### config.mk
export PLATFORM = sky130hd
export DESIGN_NAME = isd_interlock
export DESIGN_NICKNAME = d
export VERILOG_FILES = /design/src/hw/isd_pkg.sv /design/src/hw/isd_warn_timer.sv /design/src/hw/isd_interlock.sv
export SDC_FILE = /design/constraint.sdc
export NUM_CORES = 1
export LEC_CHECK = 0
export BUFFER_PORTS_ARGS = -buffer_cell sky130_fd_sc_hd__buf_2
export CAP_MARGIN = 5
export CELL_PAD_IN_SITES_DETAIL_PLACEMENT = 1
export CELL_PAD_IN_SITES_GLOBAL_PLACEMENT = 1
export CORE_MARGIN = 10
export CORE_UTILIZATION = 30
export CTS_CLUSTER_SIZE = 24
export DETAILED_ROUTE_END_ITERATION = 7
export PLACE_DENSITY_LB_ADDON = 0.12
export SETUP_SLACK_MARGIN = 0.4
export SYNTH_ARGS = -nofsm -noshare
export SYNTH_HDL_FRONTEND = slang
export SYNTH_SLANG_ARGS = --single-unit
### constraint.sdc
create_clock -name clk -period 3.1 [get_ports clk]
set_clock_uncertainty 0.15 [all_clocks]
set_input_delay 0.93 -clock clk [delete_from_list [all_inputs] [get_ports clk]]
set_output_delay 0.93 -clock clk [all_outputs]
set_load 0.05 [all_outputs]
### src/hw/isd_pkg.sv
`default_nettype none
package isd_pkg;
  // Request byte fields.
  localparam int REQ_MAGNET_BIT = 0;
  localparam int REQ_FORCE_LSB = 1;
  localparam int REQ_FORCE_MSB = 3;
  localparam int REQ_RESET_BIT = 7;
  // Response byte fields.
  localparam int RSP_OUTPUT_BIT = 0;
  localparam int RSP_ACTUATOR_BIT = 1;
  localparam int RSP_LOCKED_BIT = 2;
  localparam int RSP_INPUTS_BIT = 4;
  localparam int RSP_WARN_BIT = 6;
  localparam int RSP_ERROR_BIT = 7;
  // Diagnostic byte fields.
  localparam int DIAG_OUT_ONE_BIT = 0;
  localparam int DIAG_OUT_TWO_BIT = 1;
  localparam int DIAG_CROSS_BIT = 2;
  localparam int DIAG_TEMP_BIT = 3;
  localparam int DIAG_FOUR_BIT = 4;
  localparam int DIAG_INTERNAL_BIT = 5;
  localparam int DIAG_SIX_BIT = 6;
  localparam int DIAG_UNDERVOLT_BIT = 7;
  // Reset values.
  localparam logic [7:0] BYTE_RESET = 8'h00;
  localparam logic [2:0] FORCE_RESET = 3'h0;
  // Warning escalation time.
  localparam longint CLK_HZ = 250000000;
  localparam longint WARN_TIMEOUT_MIN = 30;
  localparam longint WARN_TIMEOUT_CYCLES = WARN_TIMEOUT_MIN * 60 * CLK_HZ;
  localparam int TIMER_W = 40;
  // Interlock sequence states.
  typedef enum logic [3:0] {
    ISD_OPEN = 4'h1,
    ISD_CLOSED = 4'h2,
    ISD_LOCKED = 4'h4,
    ISD_FAULT = 4'h8
  } isd_state_e;
endpackage
`default_nettype wire

### src/hw/isd_warn_timer.sv
`default_nettype none
// Counts how long a warning has stood and flags expiry; restarts when it clears.
module isd_warn_timer #(
  parameter logic [39:0] LIMIT = 40'(isd_pkg::WARN_TIMEOUT_CYCLES)
) (
  // Clock and reset.
  input wire logic clk,
  input wire logic rst_n,
  // Warning level in, expiry out.
  input wire logic warn_active,
  output logic expired
);
  typedef struct packed {
    logic [isd_pkg::TIMER_W-1:0] count;
    logic expired;
  } isd_timer_s;
  isd_timer_s st_reg;
  isd_timer_s st_next;

  // Count while the warning stands; expiry holds until the warning clears.
  always_comb begin
    st_next = st_reg;
    if (!warn_active) begin
      st_next.count = '0;
      st_next.expired = 1'b0;
    end else if (st_reg.count >= LIMIT - 40'h1) begin
      st_next.expired = 1'b1;
    end else begin
      st_next.count = st_reg.count + 40'h1;
    end
  end

  always_ff @(posedge clk) begin
    if (!rst_n) begin
      st_reg <= '0;
    end else begin
      st_reg <= st_next;
    end
  end

  assign expired = st_reg.expired;
endmodule // isd_warn_timer
`default_nettype wire

### src/hw/isd_interlock.sv
`default_nettype none
// What this block does
// Gateway request: magnet, force, error reset.
// Device returns response status byte.
// All flags active high.
// Bit0 outputs on while locked, bit4 both inputs.
// Bit1 actuator detected, bit2 locked.
// Bit6 warning, bit7 error shutdown.
// Device returns warning/error diagnostic bytes.
// Warning byte bits 0 to 5.
// Warning bit6 gateway communication failure.
// Error bit4 wrong or defective actuator.
// Error bit6 forced separation, solenoid variant.
// Bit7 of diagnostics: undervoltage.
// Solenoid variant: unlocked keeps outputs off.
// Locked guard: outputs on, clean status.
// Actuator variant: outputs on before locking.
// Lock failure: outputs off, lock clear.
// Warning keeps outputs; escalates after 30 minutes.
// Error clears: cause gone plus reset/open.
// Communication loss freezes switching state.
// Warning clears itself when cause goes.
// Gateway serves at most 31 devices.
// Bytes refreshed continuously; request per exchange.
// Unassigned bits ignored, driven zero.
module isd_interlock #(
  parameter logic [39:0] WARN_CYCLES = 40'(isd_pkg::WARN_TIMEOUT_CYCLES)
) (
  // Clock and reset.
  input wire logic clk,
  input wire logic rst_n,
  // Variant strap: high for actuator-monitored, low for solenoid-monitored.
  input wire logic actuator_monitored,
  // Request byte from the serial diagnostic line, with its exchange strobe.
  input wire logic [7:0] request_command_byte,
  input wire logic request_valid,
  input wire logic comm_fail,
  // Mechanism sensing.
  input wire logic guard_closed,
  input wire logic actuator_present,
  input wire logic lock_engaged,
  input wire logic safety_input_one,
  input wire logic safety_input_two,
  // Fault causes from the monitoring circuits.
  input wire logic fault_output_one,
  input wire logic fault_output_two,
  input wire logic fault_cross_short,
  input wire logic fault_magnet_temp,
  input wire logic fault_low_force,
  input wire logic fault_bad_actuator,
  input wire logic fault_internal,
  input wire logic fault_separation,
  input wire logic fault_undervoltage,
  // Actuation.
  output logic safety_output_one,
  output logic safety_output_two,
  output logic magnet_on,
  output logic [2:0] latching_force,
  // Status bytes to the serial diagnostic line.
  output logic [7:0] response_status_byte,
  output logic [7:0] diagnostic_warning_byte,
  output logic [7:0] diagnostic_error_byte
);
  typedef struct packed {
    isd_pkg::isd_state_e state;
    logic magnet;
    logic [2:0] force_sel;
    logic reset_prev;
    logic err_latched;
    logic [7:0] err_cause;
    logic outputs_on;
    logic [7:0] rsp;
    logic [7:0] warn;
    logic [7:0] err;
  } isd_state_s;
  isd_state_s st_reg;
  isd_state_s st_next;

  logic warn_expired;
  logic warn_cause;
  logic err_cause_now;
  logic reset_fall;
  logic [7:0] warn_bits;
  logic [7:0] err_bits;
  logic [7:0] rsp_bits;
  logic inputs_ok;

  // The warning timer is the only long count; shorten WARN_CYCLES in simulation.
  isd_warn_timer #(
    .LIMIT(WARN_CYCLES)
  ) u_timer (
    .clk(clk),
    .rst_n(rst_n),
    .warn_active(warn_cause),
    .expired(warn_expired)
  );

  // warning byte causes
  // Output and wiring faults give a grace period; the rest act at once.
  assign warn_cause = fault_output_one | fault_output_two | fault_cross_short;

  // warning escalates to error
  assign err_cause_now = warn_expired | fault_magnet_temp | fault_low_force | fault_bad_actuator
      | fault_internal | fault_undervoltage | (fault_separation & ~actuator_monitored);

  // reset bit falling edge
  assign reset_fall = request_valid & ~comm_fail & st_reg.reset_prev
      & ~request_command_byte[isd_pkg::REQ_RESET_BIT];

  assign inputs_ok = safety_input_one & safety_input_two;

  // warning byte layout
  // communication failure bit
  // undervoltage flag
  always_comb begin
    warn_bits = isd_pkg::BYTE_RESET;
    warn_bits[isd_pkg::DIAG_OUT_ONE_BIT] = fault_output_one;
    warn_bits[isd_pkg::DIAG_OUT_TWO_BIT] = fault_output_two;
    warn_bits[isd_pkg::DIAG_CROSS_BIT] = fault_cross_short;
    warn_bits[isd_pkg::DIAG_TEMP_BIT] = fault_magnet_temp;
    warn_bits[isd_pkg::DIAG_FOUR_BIT] = fault_low_force;
    warn_bits[isd_pkg::DIAG_INTERNAL_BIT] = fault_internal;
    warn_bits[isd_pkg::DIAG_SIX_BIT] = comm_fail;
    warn_bits[isd_pkg::DIAG_UNDERVOLT_BIT] = fault_undervoltage;
  end

  // error byte layout
  // separation only solenoid variant
  always_comb begin
    err_bits = isd_pkg::BYTE_RESET;
    err_bits[isd_pkg::DIAG_OUT_ONE_BIT] = fault_output_one & warn_expired;
    err_bits[isd_pkg::DIAG_OUT_TWO_BIT] = fault_output_two & warn_expired;
    err_bits[isd_pkg::DIAG_CROSS_BIT] = fault_cross_short & warn_expired;
    err_bits[isd_pkg::DIAG_TEMP_BIT] = fault_magnet_temp;
    err_bits[isd_pkg::DIAG_FOUR_BIT] = fault_bad_actuator;
    err_bits[isd_pkg::DIAG_INTERNAL_BIT] = fault_internal;
    err_bits[isd_pkg::DIAG_SIX_BIT] = fault_separation & ~actuator_monitored;
    err_bits[isd_pkg::DIAG_UNDERVOLT_BIT] = fault_undervoltage;
  end

  // Main sequencing and status assembly.
  always_comb begin
    st_next = st_reg;
    rsp_bits = isd_pkg::BYTE_RESET;

    // request applied per exchange
    // hold on communication loss
    // new request each exchange
    // unassigned request bits ignored
    if (request_valid && !comm_fail) begin
      st_next.magnet = request_command_byte[isd_pkg::REQ_MAGNET_BIT];
      st_next.force_sel = request_command_byte[isd_pkg::REQ_FORCE_MSB:isd_pkg::REQ_FORCE_LSB];
      st_next.reset_prev = request_command_byte[isd_pkg::REQ_RESET_BIT];
    end

    // error latch and clear
    // A new cause wins over a reset in the same cycle, so no fault is lost.
    if (err_cause_now) begin
      st_next.err_latched = 1'b1;
      st_next.err_cause = st_reg.err_cause | err_bits;
    end else if (st_reg.err_latched && (reset_fall || !guard_closed)) begin
      st_next.err_latched = 1'b0;
      st_next.err_cause = isd_pkg::BYTE_RESET;
    end

    // Guard sequence follows the mechanism; faults override everything.
    case (st_reg.state)
      isd_pkg::ISD_OPEN: begin
        if (st_next.err_latched) begin
          st_next.state = isd_pkg::ISD_FAULT;
        end else if (guard_closed && actuator_present) begin
          st_next.state = isd_pkg::ISD_CLOSED;
        end
      end
      isd_pkg::ISD_CLOSED: begin
        if (st_next.err_latched) begin
          st_next.state = isd_pkg::ISD_FAULT;
        end else if (!guard_closed || !actuator_present) begin
          st_next.state = isd_pkg::ISD_OPEN;
        end else if (lock_engaged) begin
          st_next.state = isd_pkg::ISD_LOCKED;
        end
      end
      isd_pkg::ISD_LOCKED: begin
        if (st_next.err_latched) begin
          st_next.state = isd_pkg::ISD_FAULT;
        end else if (!lock_engaged) begin
          st_next.state = guard_closed ? isd_pkg::ISD_CLOSED : isd_pkg::ISD_OPEN;
        end
      end
      isd_pkg::ISD_FAULT: begin
        if (!st_next.err_latched) begin
          st_next.state = isd_pkg::ISD_OPEN;
        end
      end
      default: begin
        st_next.state = isd_pkg::ISD_OPEN;
      end
    endcase

    // solenoid variant unlocked off
    // locked enables outputs
    // actuator variant early enable
    // failed lock keeps outputs off
    // warning keeps outputs enabled
    // Enabling waits for both safety inputs, since the chain upstream must be closed.
    case (st_next.state)
      isd_pkg::ISD_LOCKED: st_next.outputs_on = inputs_ok;
      isd_pkg::ISD_CLOSED: st_next.outputs_on = inputs_ok & actuator_monitored & ~st_next.magnet;
      default: st_next.outputs_on = 1'b0;
    endcase

    // output and inputs bits
    // actuator and lock bits
    // warning and error bits
    // warning self clears
    // unassigned response bits zero
    rsp_bits[isd_pkg::RSP_OUTPUT_BIT] = st_next.outputs_on & (st_next.state == isd_pkg::ISD_LOCKED);
    rsp_bits[isd_pkg::RSP_ACTUATOR_BIT] = (st_next.state == isd_pkg::ISD_LOCKED)
        | ((st_next.state == isd_pkg::ISD_CLOSED)
        & (actuator_monitored | ~(st_next.magnet & ~lock_engaged) | ~actuator_monitored));
    rsp_bits[isd_pkg::RSP_LOCKED_BIT] = (st_next.state == isd_pkg::ISD_LOCKED);
    rsp_bits[isd_pkg::RSP_INPUTS_BIT] = inputs_ok;
    rsp_bits[isd_pkg::RSP_WARN_BIT] = warn_cause & ~st_next.err_latched;
    rsp_bits[isd_pkg::RSP_ERROR_BIT] = st_next.err_latched;
    // A failed lock in the actuator variant drops the actuator bit too.
    if (actuator_monitored && st_next.magnet && !lock_engaged
        && st_next.state == isd_pkg::ISD_CLOSED) begin
      rsp_bits[isd_pkg::RSP_ACTUATOR_BIT] = 1'b0;
    end

    // response byte refreshed
    // active-high flags
    // diagnostic bytes sent
    // continuous refresh
    st_next.rsp = rsp_bits;
    st_next.warn = warn_bits;
    st_next.err = st_next.err_latched ? (st_next.err_cause | err_bits) : isd_pkg::BYTE_RESET;
  end

  // State register.
  always_ff @(posedge clk) begin
    if (!rst_n) begin
      st_reg.state <= isd_pkg::ISD_OPEN;
      st_reg.magnet <= 1'b0;
      st_reg.force_sel <= isd_pkg::FORCE_RESET;
      st_reg.reset_prev <= 1'b0;
      st_reg.err_latched <= 1'b0;
      st_reg.err_cause <= isd_pkg::BYTE_RESET;
      st_reg.outputs_on <= 1'b0;
      st_reg.rsp <= isd_pkg::BYTE_RESET;
      st_reg.warn <= isd_pkg::BYTE_RESET;
      st_reg.err <= isd_pkg::BYTE_RESET;
    end else begin
      st_reg <= st_next;
    end
  end

  // All outputs come straight from the state register.
  assign safety_output_one = st_reg.outputs_on;
  assign safety_output_two = st_reg.outputs_on;
  assign magnet_on = st_reg.magnet;
  assign latching_force = st_reg.force_sel;
  assign response_status_byte = st_reg.rsp;
  assign diagnostic_warning_byte = st_reg.warn;
  assign diagnostic_error_byte = st_reg.err;
endmodule // isd_interlock
`default_nettype wire

# ---- Yosys cells after proc, flatten, opt, wreduce, memory -nomap -nowiden
# Cells that the tools add are included.
dict set report word_totals {
  register_bits 84
  input_bits 27
  out_inout_bits 30
  word_cells 86
}
dict set report op_classes {
  add_sub_neg 1
  order_cmp 1
  n_eq_ne 6
  mux 14
  n_bitwise 35
  reduce_logical 15
}
# cell count
set ops {}
lappend ops {{adder 40 x 1 -> 40 bit (second input constant)} 1}
lappend ops {{greater-or-equal comparator 40 x 39 -> 1 bit (second input constant)} 1}
lappend ops {{two-way mux 4 bit} 8}
lappend ops {{two-way mux 9 bit} 2}
lappend ops {{OR 8 bit} 2}
lappend ops {{one-hot mux 4 bit (4 select lines)} 1}
lappend ops {{bitwise AND 1 bit} 14}
lappend ops {{OR 1 bit} 11}
lappend ops {{== test 4 x 2 -> 1 bit (second input constant)} 2}
lappend ops {{== test 4 x 3 -> 1 bit (second input constant)} 2}
lappend ops {{NOT 1 bit} 8}
lappend ops {{logical AND 1 bit} 6}
lappend ops {{two-way mux 5 bit} 1}
lappend ops {{== test 4 x 1 -> 1 bit (second input constant)} 1}
lappend ops {{== test 4 bit (second input constant)} 1}
lappend ops {{logical NOT 1 bit} 4}
lappend ops {{AND reduction 2 bit} 2}
lappend ops {{logical OR 1 bit} 2}
lappend ops {{two-way mux 2 bit} 1}
lappend ops {{one-hot mux 1 bit (2 select lines)} 1}
lappend ops {{OR reduction 2 bit} 1}

# ---- Longest topological paths before layout
dict set report depth {
  ltp_word 13
  mapped_depth 8
  depth_no_buf 6
}

# ---- Hierarchy
# Synthesis repeated with hierarchy kept, for this count alone.
dict set report unflattened {
  cells_unflattened 432
  area_unflattened_um2 3852.4
}
# mod instances cells_each area_each_um2 seq_area_each_um2
set by_module_without_submodules {}
lappend by_module_without_submodules {isd_warn_timer 1 257 2129.5 820.8}
lappend by_module_without_submodules {isd_interlock 1 175 1722.9 800.8}

# ---- Worst setup path after synthesis
# OpenSTA, ideal clock, no wires.
dict set report synth_timing {
  kind {input -> register}
  startpoint {input port fault_magnet_temp}
  endpoint {register st_reg (netlist bit safety_output_one)}
  setup_ns 0.066
  arrival_ns 2.788
  t_required_ns 2.884
  setup_slack_ns 0.096
  stages 5
  path_buffers 0
  path_cell_list {or4_1 > or4_4 > a21o_4 > or4b_4 > a21oi_2}
}
dict set report synth_between {
  elab_chain_len 11
  word_cells_on_any_way 15
  cone_classes {eq/ne (2); mux (7); bitwise (6)}
}
# item line_no
set synth_rtl {}
lappend synth_rtl {{from (decl)} isd_interlock.sv:48} ;# input wire logic fault_magnet_temp,
lappend synth_rtl {{OR 1 bit (*) (3 in series)} isd_interlock.sv:103} ;# assign err_cause_now = warn_expired | fault_magnet_temp | fault_low_force | fault_bad_actuator
lappend synth_rtl {{OR 1 bit (*) (3 in series)} isd_interlock.sv:104} ;# | fault_internal | fault_undervoltage | (fault_separation & ~actuator_monitored);
lappend synth_rtl {{two-way mux 9 bit (*)} isd_interlock.sv:158} ;# if (err_cause_now) begin
lappend synth_rtl {{two-way mux 4 bit, on equally long branches} -}
lappend synth_rtl {{one-hot mux 4 bit (4 select lines) (*)} isd_interlock.sv:167} ;# case (st_reg.state)
lappend synth_rtl {{== test 4 x 2 -> 1 bit / == test 4 x 3 -> 1 bit (equally long branches)} isd_interlock.sv:207} ;# case (st_next.state)
lappend synth_rtl {{one-hot mux 1 bit (2 select lines) (*)} isd_interlock.sv:207}
lappend synth_rtl {{to (signal assigned)} isd_interlock.sv:255} ;# st_reg <= st_next;
lappend synth_rtl {{to (decl)} isd_interlock.sv:76} ;# isd_state_s st_reg;
# Mark *: on every way between the ends. The rest lies on a longest branch, timed or not.
# A chain may end at the register's enable or synchronous reset.

# ---- Final worst setup path
# Ends and elaborated chain as after synthesis.

==> metrics.md <==
| Metric | Value |
|---|---|
| Sequential area share after synthesis | 42.62% |
| Max Cap Violations | 0 |
| Post-CTS Setup Bufs | 0 |
| Async S/R FF share, synth | 0% |
| Syn Std Cell Area | 3805 um^2 |
| Origin of the critical flop-to-flop path | u_timer.st_reg[21]$_SDFFE_PN0N_ |
| Reg2reg path depth | 7 |
| Endpoint type of the worst setup path | register |
| Status | finished, final reports clean |
| CP bufs+invs | 1 |
| Diode count | 0 |
| Nets@finish | 498 |
| Gpl congestion | 0.7257 |
| Antenna-violating nets left | 0 |
| Worst r2r dst | u_timer.st_reg[18]$_SDFFE_PN0N_ |
| Wire length of the first global-routing pass | 16910 um |
| Placed cell count | 631 |
| Post-synth EDFFs | 0 |
| Cell area after layout | 4459 um^2 |
| Root buffer cell | clkbuf_16 |
| Final setup violation count | 0 |
| Die W | 132.6 um |
| Sw Ratio | 26.28% |
| Crit path cell chain | buf_6 -> or4_4 -> or4_4 -> a21o_4 -> or4b_4 -> a21oi_2 |
| YS warnings | 0 |
| CTS Buf Count | 9 |
| Via count | 3348 |
| Initial Utilization | 30.40% |
| Minimum clock period | 2.734 ns |
| CTS hold repair buffers | 0 |
| Initial DRC count | 144 |
| Number of distinct library cells after synthesis | 54 |
| CTS tree | built |
| Avg WL per Cell | 15.78 um |
| Worst slew margin | 60.09% |
| Startpoint types | input pin |
| Largest net degree at the start of global routing | 33 |
| Fmax achieved | 365.8 MHz |
| # port buffers | 51 |
| Clock Path Buffers | 2 |
| CP most frequent cell | or4_4 |
| Synth area leaders | dfxtp_1 43%, buf_4 5.5%, or4_1 5.1% |
| Required time of the critical path | 3.24 ns |
| Avg Cell Area, Syn | 8.589 um^2 |
| Synth Instances | 443 |
| P&R area growth vs syn | 17.20% |
| Core ar. | 12520 um^2 |
| Die Ht | 132.6 um |
| DR DRC count | 0 |
| Clock Sinks | 81 |
| Core Util, Final | 35.63% |
| Number of flip-flops in the largest register | 40 |
| Layout cells sized above 1 | 20.21% |
| Via/cell ratio | 5.175 |
| Most common cell in the synthesized netlist | dfxtp_1 |
| Final Instance Count excl. Fillers | 647 |
| Reg clk slew, reported paths | 0.06 ns |
| Max VDD drop | 0.1843 mV |
| Dpl cell area | 4134 um^2 |
| RSZ-0062 raised after global routing | yes |
| Class of the worst hold path | register to register |
| H-tree lvl count | 3 |
| Leakage Power | 0.001656 uW |
| Final Slew Violations | 0 |
| Seq pwr share | 47.1% |
| Comb pwr share | 9.0% |
| Clock group share of total power | 44.0% |
| Internal | 1713 uW |
| Worst-Margin Slew | 0.5973 ns |
| Most used DFF post-synth | dfxtp_1 |
| Synth top cells by count | 81 x dfxtp_1, 32 x a21oi_1, 31 x nor2_1, 28 x buf_4, 28 x nand3_1 |
| Hold Path Depth | 2 |
| TNS Setup | 0 ns |
| Detailed Route WL | 10210 um |
| Hold Crit Endpoint | diagnostic_error_byte[7]$_SDFF_PN0_ |
| Fin Hold WS | 0.2976 ns |
| Worst skew pair latency | 0.35 ns |
| CP Max Fanout | 4 |
| Critical path's slowest cell | or4_4 |
| Vias in the first global route | 3293 |
| Die Area | 17590 um^2 |
| Psw | 610.4 uW |
| Initial antenna violation count | 0 |
| HP Start | st_reg[32]$_SDFF_PN0_ |
| Dominant delay contributor by cell family on the critical path | simple AND/OR/NAND/NOR gates |
| CP peak stage delay | 0.53 ns |
| Worst Path Arrival | 2.87 ns |
| #FFs+latches synth | 81 |
| Row cnt | 41 |
| Gr usage total | 11.80% |
| Reg-to-reg slack, setup | 0.59 ns |
| Hold Vio Cnt, Final | 0 |
| Worst setup path category | input pin to register |
| Fin crit share | 88.18% |
| Residual overflow from global routing | 0 |
| Top cell type's share of synthesized area | 42.62% |
| Post-DP HPWL | 7420 um |
| Top Ports | 57 |
| Pre-antenna DRT Iters | 4 |
| Post-synth top area cell | dfxtp_1 |
| Power per cell area | 520.9 nW/um^2 |
what timing repair did:
action / CTS / global route
resized for setup: 7 / 3
endpoints found under the setup margin: 16 / 12
pin swaps: 1 / 0
hold endpoints to repair: 0 / 0
power groups by stage:
stage	Sequential (uW)	Clock [uW]	Combinational [uW]
after global placement	1120	0	206
after detailed placement	1120	0	209
after floorplan	1110	0	156
after CTS	1090	1060	212
final	1090	1020	208
after global routing	1100	1110	228
cells in the final DEF (no fill, tap or decap), types with 16 or more instances in the layout:
cell	count
dfxtp_1	81
buf_2	50
a21oi_1	32
nor2_1	31
nand3_1	27
o31ai_1	25
or4_1	25
nand2_1	24
inv_1	16
how the worst max path moves through the flow:
stage	start	to	slack, ns	cells past startpoint
global route	fault_magnet_temp	safety_output_one$_SDFF_PN0_	0.35	6
finish	fault_magnet_temp	safety_output_one$_SDFF_PN0_	0.37	6
global placement	fault_magnet_temp	st_reg[26]$_SDFF_PN0_	-0.09	6
floorplan	fault_magnet_temp	safety_output_one$_SDFF_PN0_	0.13	5
detailed placement	fault_magnet_temp	st_reg[27]$_SDFF_PN0_	-0.14	6
CTS	fault_magnet_temp	safety_output_one$_SDFF_PN0_	0.37	6
layout make-up:
type | count | area, um^2
timing repair buffer | 64 | 396.6
multi-input combinational | 298 | 1883
sequential | 81 | 1622
fill | 1514 | 8058
inverter | 16 | 60.06
clock buffer | 11 | 242.7
clock inverter | 5 | 40.04
tap | 172 | 215.2
metrics by stage:
| step | setup slack (ns) | power (uW) |
|---|---|---|
| floorplan | 0.1348 | 1269 |
| global placement | -0.09251 | 1321 |
| detailed placement | -0.1446 | 1326 |
| CTS | 0.3711 | 2366 |
| global route | 0.3507 | 2437 |
| finish | 0.3663 | 2323 |
logic make-up (layout without fill, tap and decap cells):
| family | after synthesis | count (layout) | synth area share [%] |
|---|---|---|---|
| other | 1 | 2 | 0.09856 |
| DFF | 81 | 81 | 42.62 |
| buffers and inverters | 65 | 96 | 9.207 |
| xor gates and xnor gates | 2 | 2 | 0.4605 |
| adders and majority gates | 1 | 1 | 0.3288 |
| AOI/OAI and AO/OA | 97 | 97 | 17.40 |
| and+or+nand+nor | 188 | 188 | 27.79 |
| muxes | 8 | 8 | 2.105 |
layer usage:
layer | GRT usage, % | part of all wire [%]
met5 | 0 | 0
met4 | 4.401 | 1.4
met1 | 14.42 | 47
met3 | 3.444 | 2.7
met2 | 19.19 | 49
worst min-delay path, stage by stage (launching register included):
cell and delay, ns:
dfxtp_1 0.31, nor2_1 0.04, nor2_1 0.06
Note: power is estimated with default switching activity, not from simulation.
